--- src/hw/sideband_pkg.sv ---
// Constants shared by the sideband transceiver and its event flags
package sideband_pkg;

	// ****************************************************************
	// Register map (byte addresses)
	// ****************************************************************
	localparam logic [7:0] CTRL_OFFS = 8'h00;
	localparam logic [7:0] STATUS_OFFS = 8'h04;
	localparam logic [7:0] EVENT_OFFS = 8'h08;
	localparam logic [7:0] MASK_OFFS = 8'h0c;
	localparam logic [7:0] THRESH_OFFS = 8'h10;

	// ****************************************************************
	// Field positions
	// ****************************************************************
	localparam int CTRL_FORCE_RESET_BIT = 0;
	localparam int CTRL_FORCE_LOWPOWER_BIT = 1;
	localparam int ST_MODULE_IRQ_BIT = 0;
	localparam int ST_PRESENT_BIT = 1;
	localparam int ST_RESET_BIT = 2;
	localparam int ST_LOWPOWER_BIT = 3;
	localparam int ST_STRAP_LSB = 4;
	localparam int EV_IRQ_BIT = 0;
	localparam int EV_PRESENT_BIT = 1;
	localparam int EV_REMOVED_BIT = 2;
	localparam int EVENT_COUNT = 3;

	// ****************************************************************
	// Reset values and line decoding
	// ****************************************************************
	localparam logic [1:0] CTRL_RESET = 2'h0;
	localparam logic [2:0] MASK_RESET = 3'h0;
	localparam int LINE_MV_WIDTH = 12;
	localparam int THRESHOLD_MV = 2496;
	localparam logic [1:0] RESP_OKAY = 2'h0;
	localparam logic [1:0] RESP_DECERR = 2'h3;

endpackage

--- src/hw/event_flags.sv ---
// Sticky event flags with read-clear, mask and one level interrupt
`timescale 1ns/1ps
module event_flags #(
	parameter int N = 3
) (
	// Clock and reset
	input wire logic aclk,
	input wire logic aresetn,
	input wire logic ce,
	// Events and software access
	input wire logic [N-1:0] set,
	input wire logic clear_all,
	input wire logic mask_we,
	input wire logic [N-1:0] mask_wdata,
	// State
	output logic [N-1:0] status,
	output logic [N-1:0] mask,
	output logic irq
);
	initial begin
		if (N < 1 || N > 32)
			$error("event_flags: N out of range");
	end

	// ****************************************************************
	// Flags: a new event beats a read-clear in the same cycle
	// ****************************************************************
	genvar i;
	generate
		for (i = 0; i < N; i++) begin : g_flag
			always_ff @(posedge aclk) begin
				if (!aresetn) begin
					status[i] <= 1'b0;
				end else if (ce) begin
					status[i] <= set[i] | (status[i] & ~clear_all);
				end
			end
		end
	endgenerate

	always_ff @(posedge aclk) begin
		if (!aresetn) begin
			mask <= N'(sideband_pkg::MASK_RESET);
		end else if (ce && mask_we) begin
			mask <= mask_wdata;
		end
	end

	// Registered so the interrupt pin is glitch free
	always_ff @(posedge aclk) begin
		if (!aresetn) begin
			irq <= 1'b0;
		end else if (ce) begin
			irq <= |(status_nxt() & mask);
		end
	end

	function automatic logic [N-1:0] status_nxt();
		return set | (status & ~{N{clear_all}});
	endfunction

	set_wins_a: assert property (@(posedge aclk) disable iff (!aresetn)
		(ce && clear_all && set != '0) |=> ((status & $past(set)) ==
		$past(set)))
		else $error("event lost on clear");
endmodule // event_flags

--- src/hw/sideband_host_xcvr.sv ---
// Host-side transceiver for the two shared sideband lines
//
// Chosen here: the register offsets and the AXI4-Lite interface to the registers.
`timescale 1ns/1ps
module sideband_host_xcvr #(
	parameter int THRESH_MV = sideband_pkg::THRESHOLD_MV
) (
	// Clock, reset, enable
	input wire logic aclk,
	input wire logic aresetn,
	input wire logic ce,
	// Host side
	input wire logic host_reset_request_n,
	input wire logic host_lowpower_request_n,
	output logic host_irq_out_n,
	output logic host_present_out_n,
	// Polarity straps
	input wire logic irq_polarity_strap,
	input wire logic reset_polarity_strap,
	input wire logic present_polarity_strap,
	input wire logic lowpower_polarity_strap,
	// Shared lines: own drive pins and sampled line levels in mV
	output logic module_reset_drive_n,
	output logic lowpower_line_drive,
	input wire logic [11:0] shared_irq_reset_line,
	input wire logic [11:0] shared_lowpower_present_line,
	// AXI4-Lite write address and data
	input wire logic [7:0] awaddr,
	input wire logic awvalid,
	output logic awready,
	input wire logic [31:0] wdata,
	input wire logic [3:0] wstrb,
	input wire logic wvalid,
	output logic wready,
	// AXI4-Lite write response
	output logic [1:0] bresp,
	output logic bvalid,
	input wire logic bready,
	// AXI4-Lite read
	input wire logic [7:0] araddr,
	input wire logic arvalid,
	output logic arready,
	output logic [31:0] rdata,
	output logic [1:0] rresp,
	output logic rvalid,
	input wire logic rready,
	// Interrupt
	output logic irq
);
	localparam int MVW = sideband_pkg::LINE_MV_WIDTH;
	localparam int NEV = sideband_pkg::EVENT_COUNT;
	localparam logic [MVW-1:0] THRESH = MVW'(THRESH_MV);

	initial begin
		if (THRESH_MV < 1 || THRESH_MV >= (1 << MVW))
			$error("sideband_host_xcvr: THRESH_MV out of range");
	end

	// ****************************************************************
	// Address decode
	// ****************************************************************
	function automatic logic is_reg(input logic [7:0] a,
		input logic [7:0] offs);
		return a == offs;
	endfunction

	function automatic logic mapped(input logic [7:0] a);
		return is_reg(a, sideband_pkg::CTRL_OFFS) ||
			is_reg(a, sideband_pkg::STATUS_OFFS) ||
			is_reg(a, sideband_pkg::EVENT_OFFS) ||
			is_reg(a, sideband_pkg::MASK_OFFS) ||
			is_reg(a, sideband_pkg::THRESH_OFFS);
	endfunction

	// ****************************************************************
	// Line decode and polarity paths
	// ****************************************************************
	logic [3:0] strap_r;
	logic module_irq_r;
	logic present_r;
	logic reset_active_r;
	logic lowpower_active_r;
	logic [1:0] ctrl_r;
	logic line_irq_hi;
	logic line_prs_hi;
	logic reset_req;
	logic lowpower_req;

	// Levels at or below threshold mean the module pulls the line low
	assign line_irq_hi = shared_irq_reset_line > THRESH;
	assign line_prs_hi = shared_lowpower_present_line > THRESH;
	assign reset_req = ~host_reset_request_n ^ reset_polarity_strap;
	assign lowpower_req = ~host_lowpower_request_n ^
		lowpower_polarity_strap;

	// Straps are static; sampled only so STATUS can show them
	always_ff @(posedge aclk) begin
		if (!aresetn) begin
			strap_r <= 4'h0;
		end else if (ce) begin
			strap_r <= {lowpower_polarity_strap, present_polarity_strap,
				reset_polarity_strap, irq_polarity_strap};
		end
	end

	always_ff @(posedge aclk) begin
		if (!aresetn) begin
			module_irq_r <= 1'b0;
			present_r <= 1'b0;
			host_irq_out_n <= 1'b1;
			host_present_out_n <= 1'b1;
		end else if (ce) begin
			module_irq_r <= ~line_irq_hi;
			present_r <= ~line_prs_hi;
			host_irq_out_n <= line_irq_hi ^ irq_polarity_strap;
			host_present_out_n <= line_prs_hi ^
				present_polarity_strap;
		end
	end

	// Software can force either request on top of the host pins
	always_ff @(posedge aclk) begin
		if (!aresetn) begin
			reset_active_r <= 1'b0;
			lowpower_active_r <= 1'b0;
			module_reset_drive_n <= 1'b1;
			lowpower_line_drive <= 1'b0;
		end else if (ce) begin
			reset_active_r <= reset_req |
				ctrl_r[sideband_pkg::CTRL_FORCE_RESET_BIT];
			module_reset_drive_n <= ~(reset_req |
				ctrl_r[sideband_pkg::CTRL_FORCE_RESET_BIT]);
			lowpower_active_r <= lowpower_req |
				ctrl_r[sideband_pkg::CTRL_FORCE_LOWPOWER_BIT];
			lowpower_line_drive <= lowpower_req |
				ctrl_r[sideband_pkg::CTRL_FORCE_LOWPOWER_BIT];
		end
	end

	// ****************************************************************
	// AXI4-Lite slave
	// ****************************************************************
	logic aw_got_r;
	logic w_got_r;
	logic [7:0] awaddr_r;
	logic [31:0] wdata_r;
	logic [3:0] wstrb_r;
	logic aw_hs;
	logic w_hs;
	logic ar_hs;
	logic do_write;
	logic aw_got_nxt;
	logic w_got_nxt;
	logic bvalid_nxt;
	logic rvalid_nxt;
	logic [NEV-1:0] ev_status;
	logic [NEV-1:0] ev_mask;
	logic [NEV-1:0] ev_set;
	logic ev_clear;
	logic mask_we;

	assign aw_hs = awvalid & awready;
	assign w_hs = wvalid & wready;
	assign ar_hs = arvalid & arready;
	assign do_write = aw_got_r & w_got_r & ~bvalid;

	always_comb begin
		aw_got_nxt = (aw_got_r | aw_hs) & ~do_write;
		w_got_nxt = (w_got_r | w_hs) & ~do_write;
		bvalid_nxt = (bvalid & ~bready) | do_write;
		rvalid_nxt = (rvalid & ~rready) | ar_hs;
	end

	always_ff @(posedge aclk) begin
		if (!aresetn) begin
			aw_got_r <= 1'b0;
			w_got_r <= 1'b0;
			awready <= 1'b0;
			wready <= 1'b0;
			bvalid <= 1'b0;
			bresp <= sideband_pkg::RESP_OKAY;
		end else if (ce) begin
			aw_got_r <= aw_got_nxt;
			w_got_r <= w_got_nxt;
			awready <= ~aw_got_nxt & ~bvalid_nxt;
			wready <= ~w_got_nxt & ~bvalid_nxt;
			bvalid <= bvalid_nxt;
			if (do_write) begin
				bresp <= mapped(awaddr_r) ? sideband_pkg::RESP_OKAY :
					sideband_pkg::RESP_DECERR;
			end
		end
	end

	always_ff @(posedge aclk) begin
		if (!aresetn) begin
			awaddr_r <= 8'h00;
			wdata_r <= 32'h0000_0000;
			wstrb_r <= 4'h0;
		end else if (ce) begin
			if (aw_hs)
				awaddr_r <= awaddr;
			if (w_hs) begin
				wdata_r <= wdata;
				wstrb_r <= wstrb;
			end
		end
	end

	// Only byte lane 0 holds writable bits
	always_ff @(posedge aclk) begin
		if (!aresetn) begin
			ctrl_r <= sideband_pkg::CTRL_RESET;
		end else if (ce && do_write && wstrb_r[0] &&
			is_reg(awaddr_r, sideband_pkg::CTRL_OFFS)) begin
			ctrl_r <= wdata_r[1:0];
		end
	end

	assign mask_we = do_write & wstrb_r[0] &
		is_reg(awaddr_r, sideband_pkg::MASK_OFFS);
	assign ev_clear = ar_hs & is_reg(araddr, sideband_pkg::EVENT_OFFS);

	always_ff @(posedge aclk) begin
		if (!aresetn) begin
			arready <= 1'b0;
			rvalid <= 1'b0;
			rdata <= 32'h0000_0000;
			rresp <= sideband_pkg::RESP_OKAY;
		end else if (ce) begin
			arready <= ~rvalid_nxt;
			rvalid <= rvalid_nxt;
			if (ar_hs) begin
				rresp <= mapped(araddr) ? sideband_pkg::RESP_OKAY :
					sideband_pkg::RESP_DECERR;
				unique case (araddr)
				sideband_pkg::CTRL_OFFS: rdata <= {30'h0, ctrl_r};
				sideband_pkg::STATUS_OFFS: rdata <= {24'h0, strap_r,
					lowpower_active_r, reset_active_r, present_r,
					module_irq_r};
				sideband_pkg::EVENT_OFFS: rdata <= {29'h0, ev_status};
				sideband_pkg::MASK_OFFS: rdata <= {29'h0, ev_mask};
				sideband_pkg::THRESH_OFFS: rdata <= {20'h0, THRESH};
				default: rdata <= 32'h0000_0000;
				endcase
			end
		end
	end

	// ****************************************************************
	// Events and interrupt
	// ****************************************************************
	always_comb begin
		ev_set = '0;
		ev_set[sideband_pkg::EV_IRQ_BIT] = ~line_irq_hi & ~module_irq_r;
		ev_set[sideband_pkg::EV_PRESENT_BIT] = ~line_prs_hi & ~present_r;
		ev_set[sideband_pkg::EV_REMOVED_BIT] = line_prs_hi & present_r;
	end

	event_flags #(
		.N(NEV)
	) u_flags (
		.aclk(aclk),
		.aresetn(aresetn),
		.ce(ce),
		.set(ev_set),
		.clear_all(ev_clear),
		.mask_we(mask_we),
		.mask_wdata(wdata_r[NEV-1:0]),
		.status(ev_status),
		.mask(ev_mask),
		.irq(irq)
	);

	// ****************************************************************
	// Checks
	// ****************************************************************
	irq_path_a: assert property (@(posedge aclk) disable iff (!aresetn)
		ce |=> host_irq_out_n == ($past(shared_irq_reset_line) > THRESH
		^ $past(irq_polarity_strap)))
		else $error("host irq output wrong");
	irq_strap_a: assert property (@(posedge aclk) disable iff (!aresetn)
		(ce && irq_polarity_strap) |=> (host_irq_out_n == module_irq_r))
		else $error("irq strap not inverting");
	reset_req_a: assert property (@(posedge aclk) disable iff (!aresetn)
		(ce && !host_reset_request_n && !reset_polarity_strap) |=>
		!module_reset_drive_n && reset_active_r)
		else $error("reset request not driven");
	reset_drive_a: assert property (@(posedge aclk) disable iff (!aresetn)
		ce |=> module_reset_drive_n == !reset_active_r)
		else $error("reset pin disagrees with state");
	reset_strap_a: assert property (@(posedge aclk) disable iff (!aresetn)
		(ce && host_reset_request_n && reset_polarity_strap) |=>
		!module_reset_drive_n)
		else $error("reset strap not inverting");
	lowpower_req_a: assert property (@(posedge aclk) disable iff (!aresetn)
		(ce && !host_lowpower_request_n && !lowpower_polarity_strap) |=>
		lowpower_line_drive)
		else $error("low-power request not driven");
	lowpower_line_a: assert property (@(posedge aclk)
		disable iff (!aresetn) (ce && aresetn &&
		!ctrl_r[sideband_pkg::CTRL_FORCE_LOWPOWER_BIT]) |=>
		lowpower_line_drive == ($past(host_lowpower_request_n) ==
		$past(lowpower_polarity_strap)))
		else $error("low-power line wrong");
	present_a: assert property (@(posedge aclk) disable iff (!aresetn)
		ce |=> host_present_out_n == ($past(shared_lowpower_present_line)
		> THRESH ^ $past(present_polarity_strap)))
		else $error("present output wrong");
	threshold_a: assert property (@(posedge aclk) disable iff (!aresetn)
		(ce && shared_irq_reset_line == THRESH) |=> module_irq_r)
		else $error("threshold level not low");
	freeze_a: assert property (@(posedge aclk) disable iff (!aresetn)
		!ce |=> $stable(host_irq_out_n) && $stable(module_reset_drive_n)
		&& $stable(rvalid) && $stable(bvalid))
		else $error("state moved with ce low");
	duplex_a: assert property (@(posedge aclk) disable iff (!aresetn)
		(ce && reset_req && shared_irq_reset_line <= THRESH) |=>
		!module_reset_drive_n && module_irq_r)
		else $error("directions not independent");
endmodule // sideband_host_xcvr

--- config.mk ---
export PLATFORM = sky130hd
export DESIGN_NAME = sideband_host_xcvr
export DESIGN_NICKNAME = d
export VERILOG_FILES = /design/src/hw/sideband_pkg.sv /design/src/hw/event_flags.sv /design/src/hw/sideband_host_xcvr.sv
export SDC_FILE = /design/constraint.sdc
export NUM_CORES = 1
export LEC_CHECK = 0
export BUFFER_PORTS_ARGS = -buffer_cell sky130_fd_sc_hd__buf_2
export CORE_ASPECT_RATIO = 0.6
export CORE_MARGIN = 2
export CORE_UTILIZATION = 40
export DETAILED_ROUTE_END_ITERATION = 10
export PLACE_DENSITY = 0.74
export SLEW_MARGIN = 10
export SYNTH_ARGS = -nofsm -noshare
export SYNTH_HDL_FRONTEND = slang
export SYNTH_SLANG_ARGS = --single-unit
--- constraint.sdc ---
create_clock -name aclk -period 1.68 [get_ports aclk]
set_input_delay 0.168 -clock aclk [delete_from_list [all_inputs] [get_ports aclk]]
set_output_delay 0.168 -clock aclk [all_outputs]
set_load 0.02 [all_outputs]
# Yosys cells after proc, flatten, opt, wreduce, memory -nomap -nowiden
# Index checks and enable logic that the tools add are counted.
# word_totals
reg_bits	75
in_bits	90
output_inout_bits	46
# classes
magnitude_cmp	2
n_eq_ne	8
muxes	3
bitwise_logic	53
reduce_logical	19
# op_table
operator	count
$pmux 12 s5	1
$eq 8x4->1 const B	4
$gt 12x12->1 const B	2
$and 1x1->1	20
$eq 8x3->1 const B	2
$eq 8x5->1 const B	2
$logic_not 8->1	2
$not 1->1	16
$or 1x1->1	9
$logic_or 1x1->1	8
$reduce_and 2->1	4
$and 3x3->3	2
$logic_and 1x1->1	4
$mux 2	2
$xor 1x1->1	4
$not 3->3	1
$or 3x3->3	1
$reduce_or 3->1	1

# Depth between registers and ports, before layout
# logic_depth
word_depth	7
mapped_depth	6

# Modules after synthesis
# From an unflattened synthesis, not the netlist that was laid out.
# unflattened
hier_cells	283
hier_area_um2	2479.9
# modules_own_cells
module	instances	cells_each	area_each_um2	seq_area_each_um2
sideband_host_xcvr	1	250	2177.1	860.8
event_flags	1	33	302.8	140.1

# Worst setup path after synthesis
# OpenSTA, ideal clock, no wires.
# synth_timing
path_type	register -> register
startpoint	register awaddr_r[1]
endpoint	register u_flags.mask[0]
t_arrival_ps	1493
t_required_ps	1608
path_slack_ps	115
path_stages_with_launch	6
cell_sequence	dfxtp_1 or4_4 nor4_2 and3_1 buf_6 mux2i_1
# synth_via
elab_chain_cells	3
# synth_lines
item	line	source
from (decl)	sideband_host_xcvr.sv:145	logic [7:0] awaddr_r;
from (signal assigned)	sideband_host_xcvr.sv:202	awaddr_r <= awaddr;
$eq 8x4->1	sideband_host_xcvr.sv:64	return a == offs;
$and 1x1->1	sideband_host_xcvr.sv:220	assign mask_we = do_write & wstrb_r[0] &
$logic_and 1x1->1	event_flags.sv:44	end else if (ce && mask_we) begin
to (signal assigned)	event_flags.sv:43	mask <= N'(sideband_pkg::MASK_RESET);
to (signal assigned)	event_flags.sv:45	mask <= mask_wdata;
to (decl)	event_flags.sv:17	output logic [N-1:0] mask,
# Every way passes these cells.
# A chain may end at the register's enable or synchronous reset.

# Worst setup path in the final report
# layout_timing
startpoint	register awaddr_r[1]
endpoint	register u_flags.mask[1]
# The elaborated chain is that of the path after synthesis.

==> key figures <==
Detailed routing
  – DRC viols: 0
  – Routed via count: 2168
  – WL final: 5.77 mm
  – Detailed Routing Iterations Pass 1: 4
  – DR vias/cell: 4.96
  – DR WL/cell: 13.2 microns
  – Routed Antenna Nets: 0
  – Initial DRC Count: 75

Global routing
  – Number of global-route vias before repair: 2040
  – First-pass GRT wire length: 9.36 mm
  – Largest net degree at the start of global routing: 41
  – Total gr overflow: 0
  – Initial antenna violation count: 0
  – Gr usage total: 0.181

Critical path
  – Critical Path RT: 1910 ps
  – Arrival time worst endpoint: 1790 ps
  – Crit. End Element: flop
  – Max FO, Critical Path: 3
  – Worst Setup Start Kind: flop
  – Setup CP Type: reg -> reg
  – Critical-path cell list: or4_4 -> nor4_4 -> and3_4 -> mux2i_1
  – Crit-path max cell delay: 550 ps
  – CP max stage cell: or4_4

Cells and area
  – Final core occ: 0.515
  – Post-layout nets: 446
  – Final std cells w/o fill: 437
  – Filler cells: 540
  – Post-route cell area: 2910 sq um
  – Commonest non-fill, non-tap cells in the layout: buf_2 (81), dfxtp_1 (50), nand2_1 (43)
  – Commonest non-fill, non-tap cell in the layout: buf_2
  – ANT cells: 0
  – Layout cells sized above 1: 0.300
  – Layout area overhead: 23.1%

Logic synthesis
  – Yosys top cell by area: dfxtp_1
  – #FFs+latches synth: 50
  – Asr flop ratio synth: 0
  – Synthesized cell area: 2360 sq um
  – Sequential share of the synthesized area: 0.423
  – EDFF count, synth: 0
  – Dominant register cell in the synthesized netlist: dfxtp_1
  – Synth Area per Inst: 8.63 sq um
  – Synth area leaders: dfxtp_1 (42%), buf_4 (7.9%), nand2_1 (6.8%)
  – Synth Instances: 274
  – Area share of the largest cell type after synthesis: 0.423
  – Distinct cells, synth: 46
  – Synth warnings: 0

Pwr
  – Register share of total power: 0.513
  – Gate power share: 0.137
  – VDD IR max: 0.354 mV
  – Switching share of power: 0.263
  – Static Leak: 1.32 nW
  – Clock Power Share: 0.350
  – Internal power: 1.81 mW
  – P per Cell Area: 843 nW/um^2
  – Net Sw Power: 0.646 mW
  – Power Total: 2.45 mW

Timing
  – Final setup margin: 123 ps
  – Unrepaired setup endpoints after global routing: no
  – Tmin final: 1560 ps
  – Setup TNS Final: 0 ps
  – Clock skew: 8.75 ps
  – Hold_ws: 95.7 ps
  – Slew Limit Fails: 0
  – Crit share post-route: 0.927
  – Final setup fails: 0
  – Final Hold Vio Count: 0
  – Max Fclk: 642 MHz

Worst hold path
  – Hold WC Path Type: in -> reg

Placed design
  – Routability Congestion: 0.859
  – Placed Instances: 429
  – DPL Wire Length: 4.60 mm
  – Port Buffers: 81
  – Area post-placement: 2780 sq um
  – Placement Setup Slack: -24.4 ps

Clocking
  – Clk sinks: 50
  – Worst-case clock buffer depth: 2
  – Total CTS buffers: 5
  – Clock transition at path regs: 90 ps
  – Root buffer cell: clkbuf_8
  – CTS tree: built
  – CTS H-tree lvls: 2
  – Post-CTS Hold Fix Bufs: 0
  – Clk_lat worst skew: 300 ps

Floorplanning
  – Row Count: 21
  – Full die area: 6560 sq um
  – Core area: 5650 sq um
  – Starting Density: 0.419
  – Die X: 103 microns
  – Die Ht: 63.6 microns
  – Ports: 136

Run status
  – Status: completed

Flow run
  – # Max-Cap Violations: 0
-- worst max-delay path, delay by kind of cell, from the launching register on --
family	cells	cell delay, ps
flip-flops	1	320
multiplexers	1	190
AND/OR/NAND/NOR	3	980
-- Yosys cell counts, drive strengths merged, types with 2 or more instances --
cell / instances
mux2i: 14
a21o: 2
a22oi: 6
nor4: 4
inv: 6
nor2b: 2
dfxtp: 50
or4: 3
nand3: 7
buf: 28
a21oi: 25
o21ai: 9
nand4b: 3
nand4: 4
a211o: 3
o211ai: 2
a31oi: 3
nor2: 22
xnor2: 2
mux4: 2
clkbuf: 8
and3: 3
nand2: 43
nor3: 6
-- kinds of logic (layout without fill, tap and decap cells) --
| family | Yosys count | in the layout | synth area share |
|---|---|---|---|
| DFF | 50 | 50 | 0.423 |
| and+or+nand+nor | 104 | 104 | 0.220 |
| muxes | 17 | 17 | 0.0831 |
| buffers and inverters | 42 | 104 | 0.113 |
| AOI/OAI and AO/OA | 58 | 58 | 0.152 |
| xor gates and xnor gates | 2 | 2 | 0.00741 |
| other | 1 | 22 | 0.00159 |
-- final timing paths --
check                           slack [ps]         from  cells past startpoint              end
worst max-delay path                   120  awaddr_r[1]                      4  u_flags.mask[1]
worst min-delay path                   100    awaddr[5]                      3      awaddr_r[5]
worst max register to register         120  awaddr_r[1]                      4  u_flags.mask[1]
worst min register to register         460     rdata[1]                      2         rdata[1]
-- registers in the layout, summed over array words and instances, names as in the netlist, 2 cells and up --
register / count
wdata_r: 3
ctrl_r: 2
strap_r: 4
u_flags.mask: 3
u_flags.status: 3
awaddr_r: 8
rdata: 9
-- cell type report --
cell class                 count  area [sq um]  share of cell area
sequential                    50          1000               0.344
clock buffer                   5          68.8              0.0236
clock inverter                 3          43.8              0.0150
inverter                       6          22.5             0.00774
tap                           80           100              0.0344
timing repair buffer          90           485               0.167
multi-input combinational    203          1190               0.408
-- timing repair --
action                     4_1_cts  5_1_grt
gates resized for setup          2        1
buffers inserted                 0        0
setup endpoints to repair        3        3
pin swaps                        0        2
-- power groups by stage --
| stage | logic, mW | clock network, mW | registers (mW) |
|---|---|---|---|
| after global placement | 0.326 | 0 | 1.28 |
| after global routing | 0.374 | 0.917 | 1.27 |
| after detailed placement | 0.334 | 0 | 1.29 |
| after CTS | 0.335 | 0.875 | 1.26 |
| final | 0.336 | 0.859 | 1.26 |
| after floorplan | 0.217 | 0 | 1.30 |
-- metal layers --
metal,up-vias,wire [microns],global-route usage
li1,1092,-,-
met1,994,2930,0.255
met2,74,2420,0.271
met5,-,0,0
met4,0,56,0.0444
met3,8,356,0.0511
No activity file was read; power rests on OpenSTA's default activity.
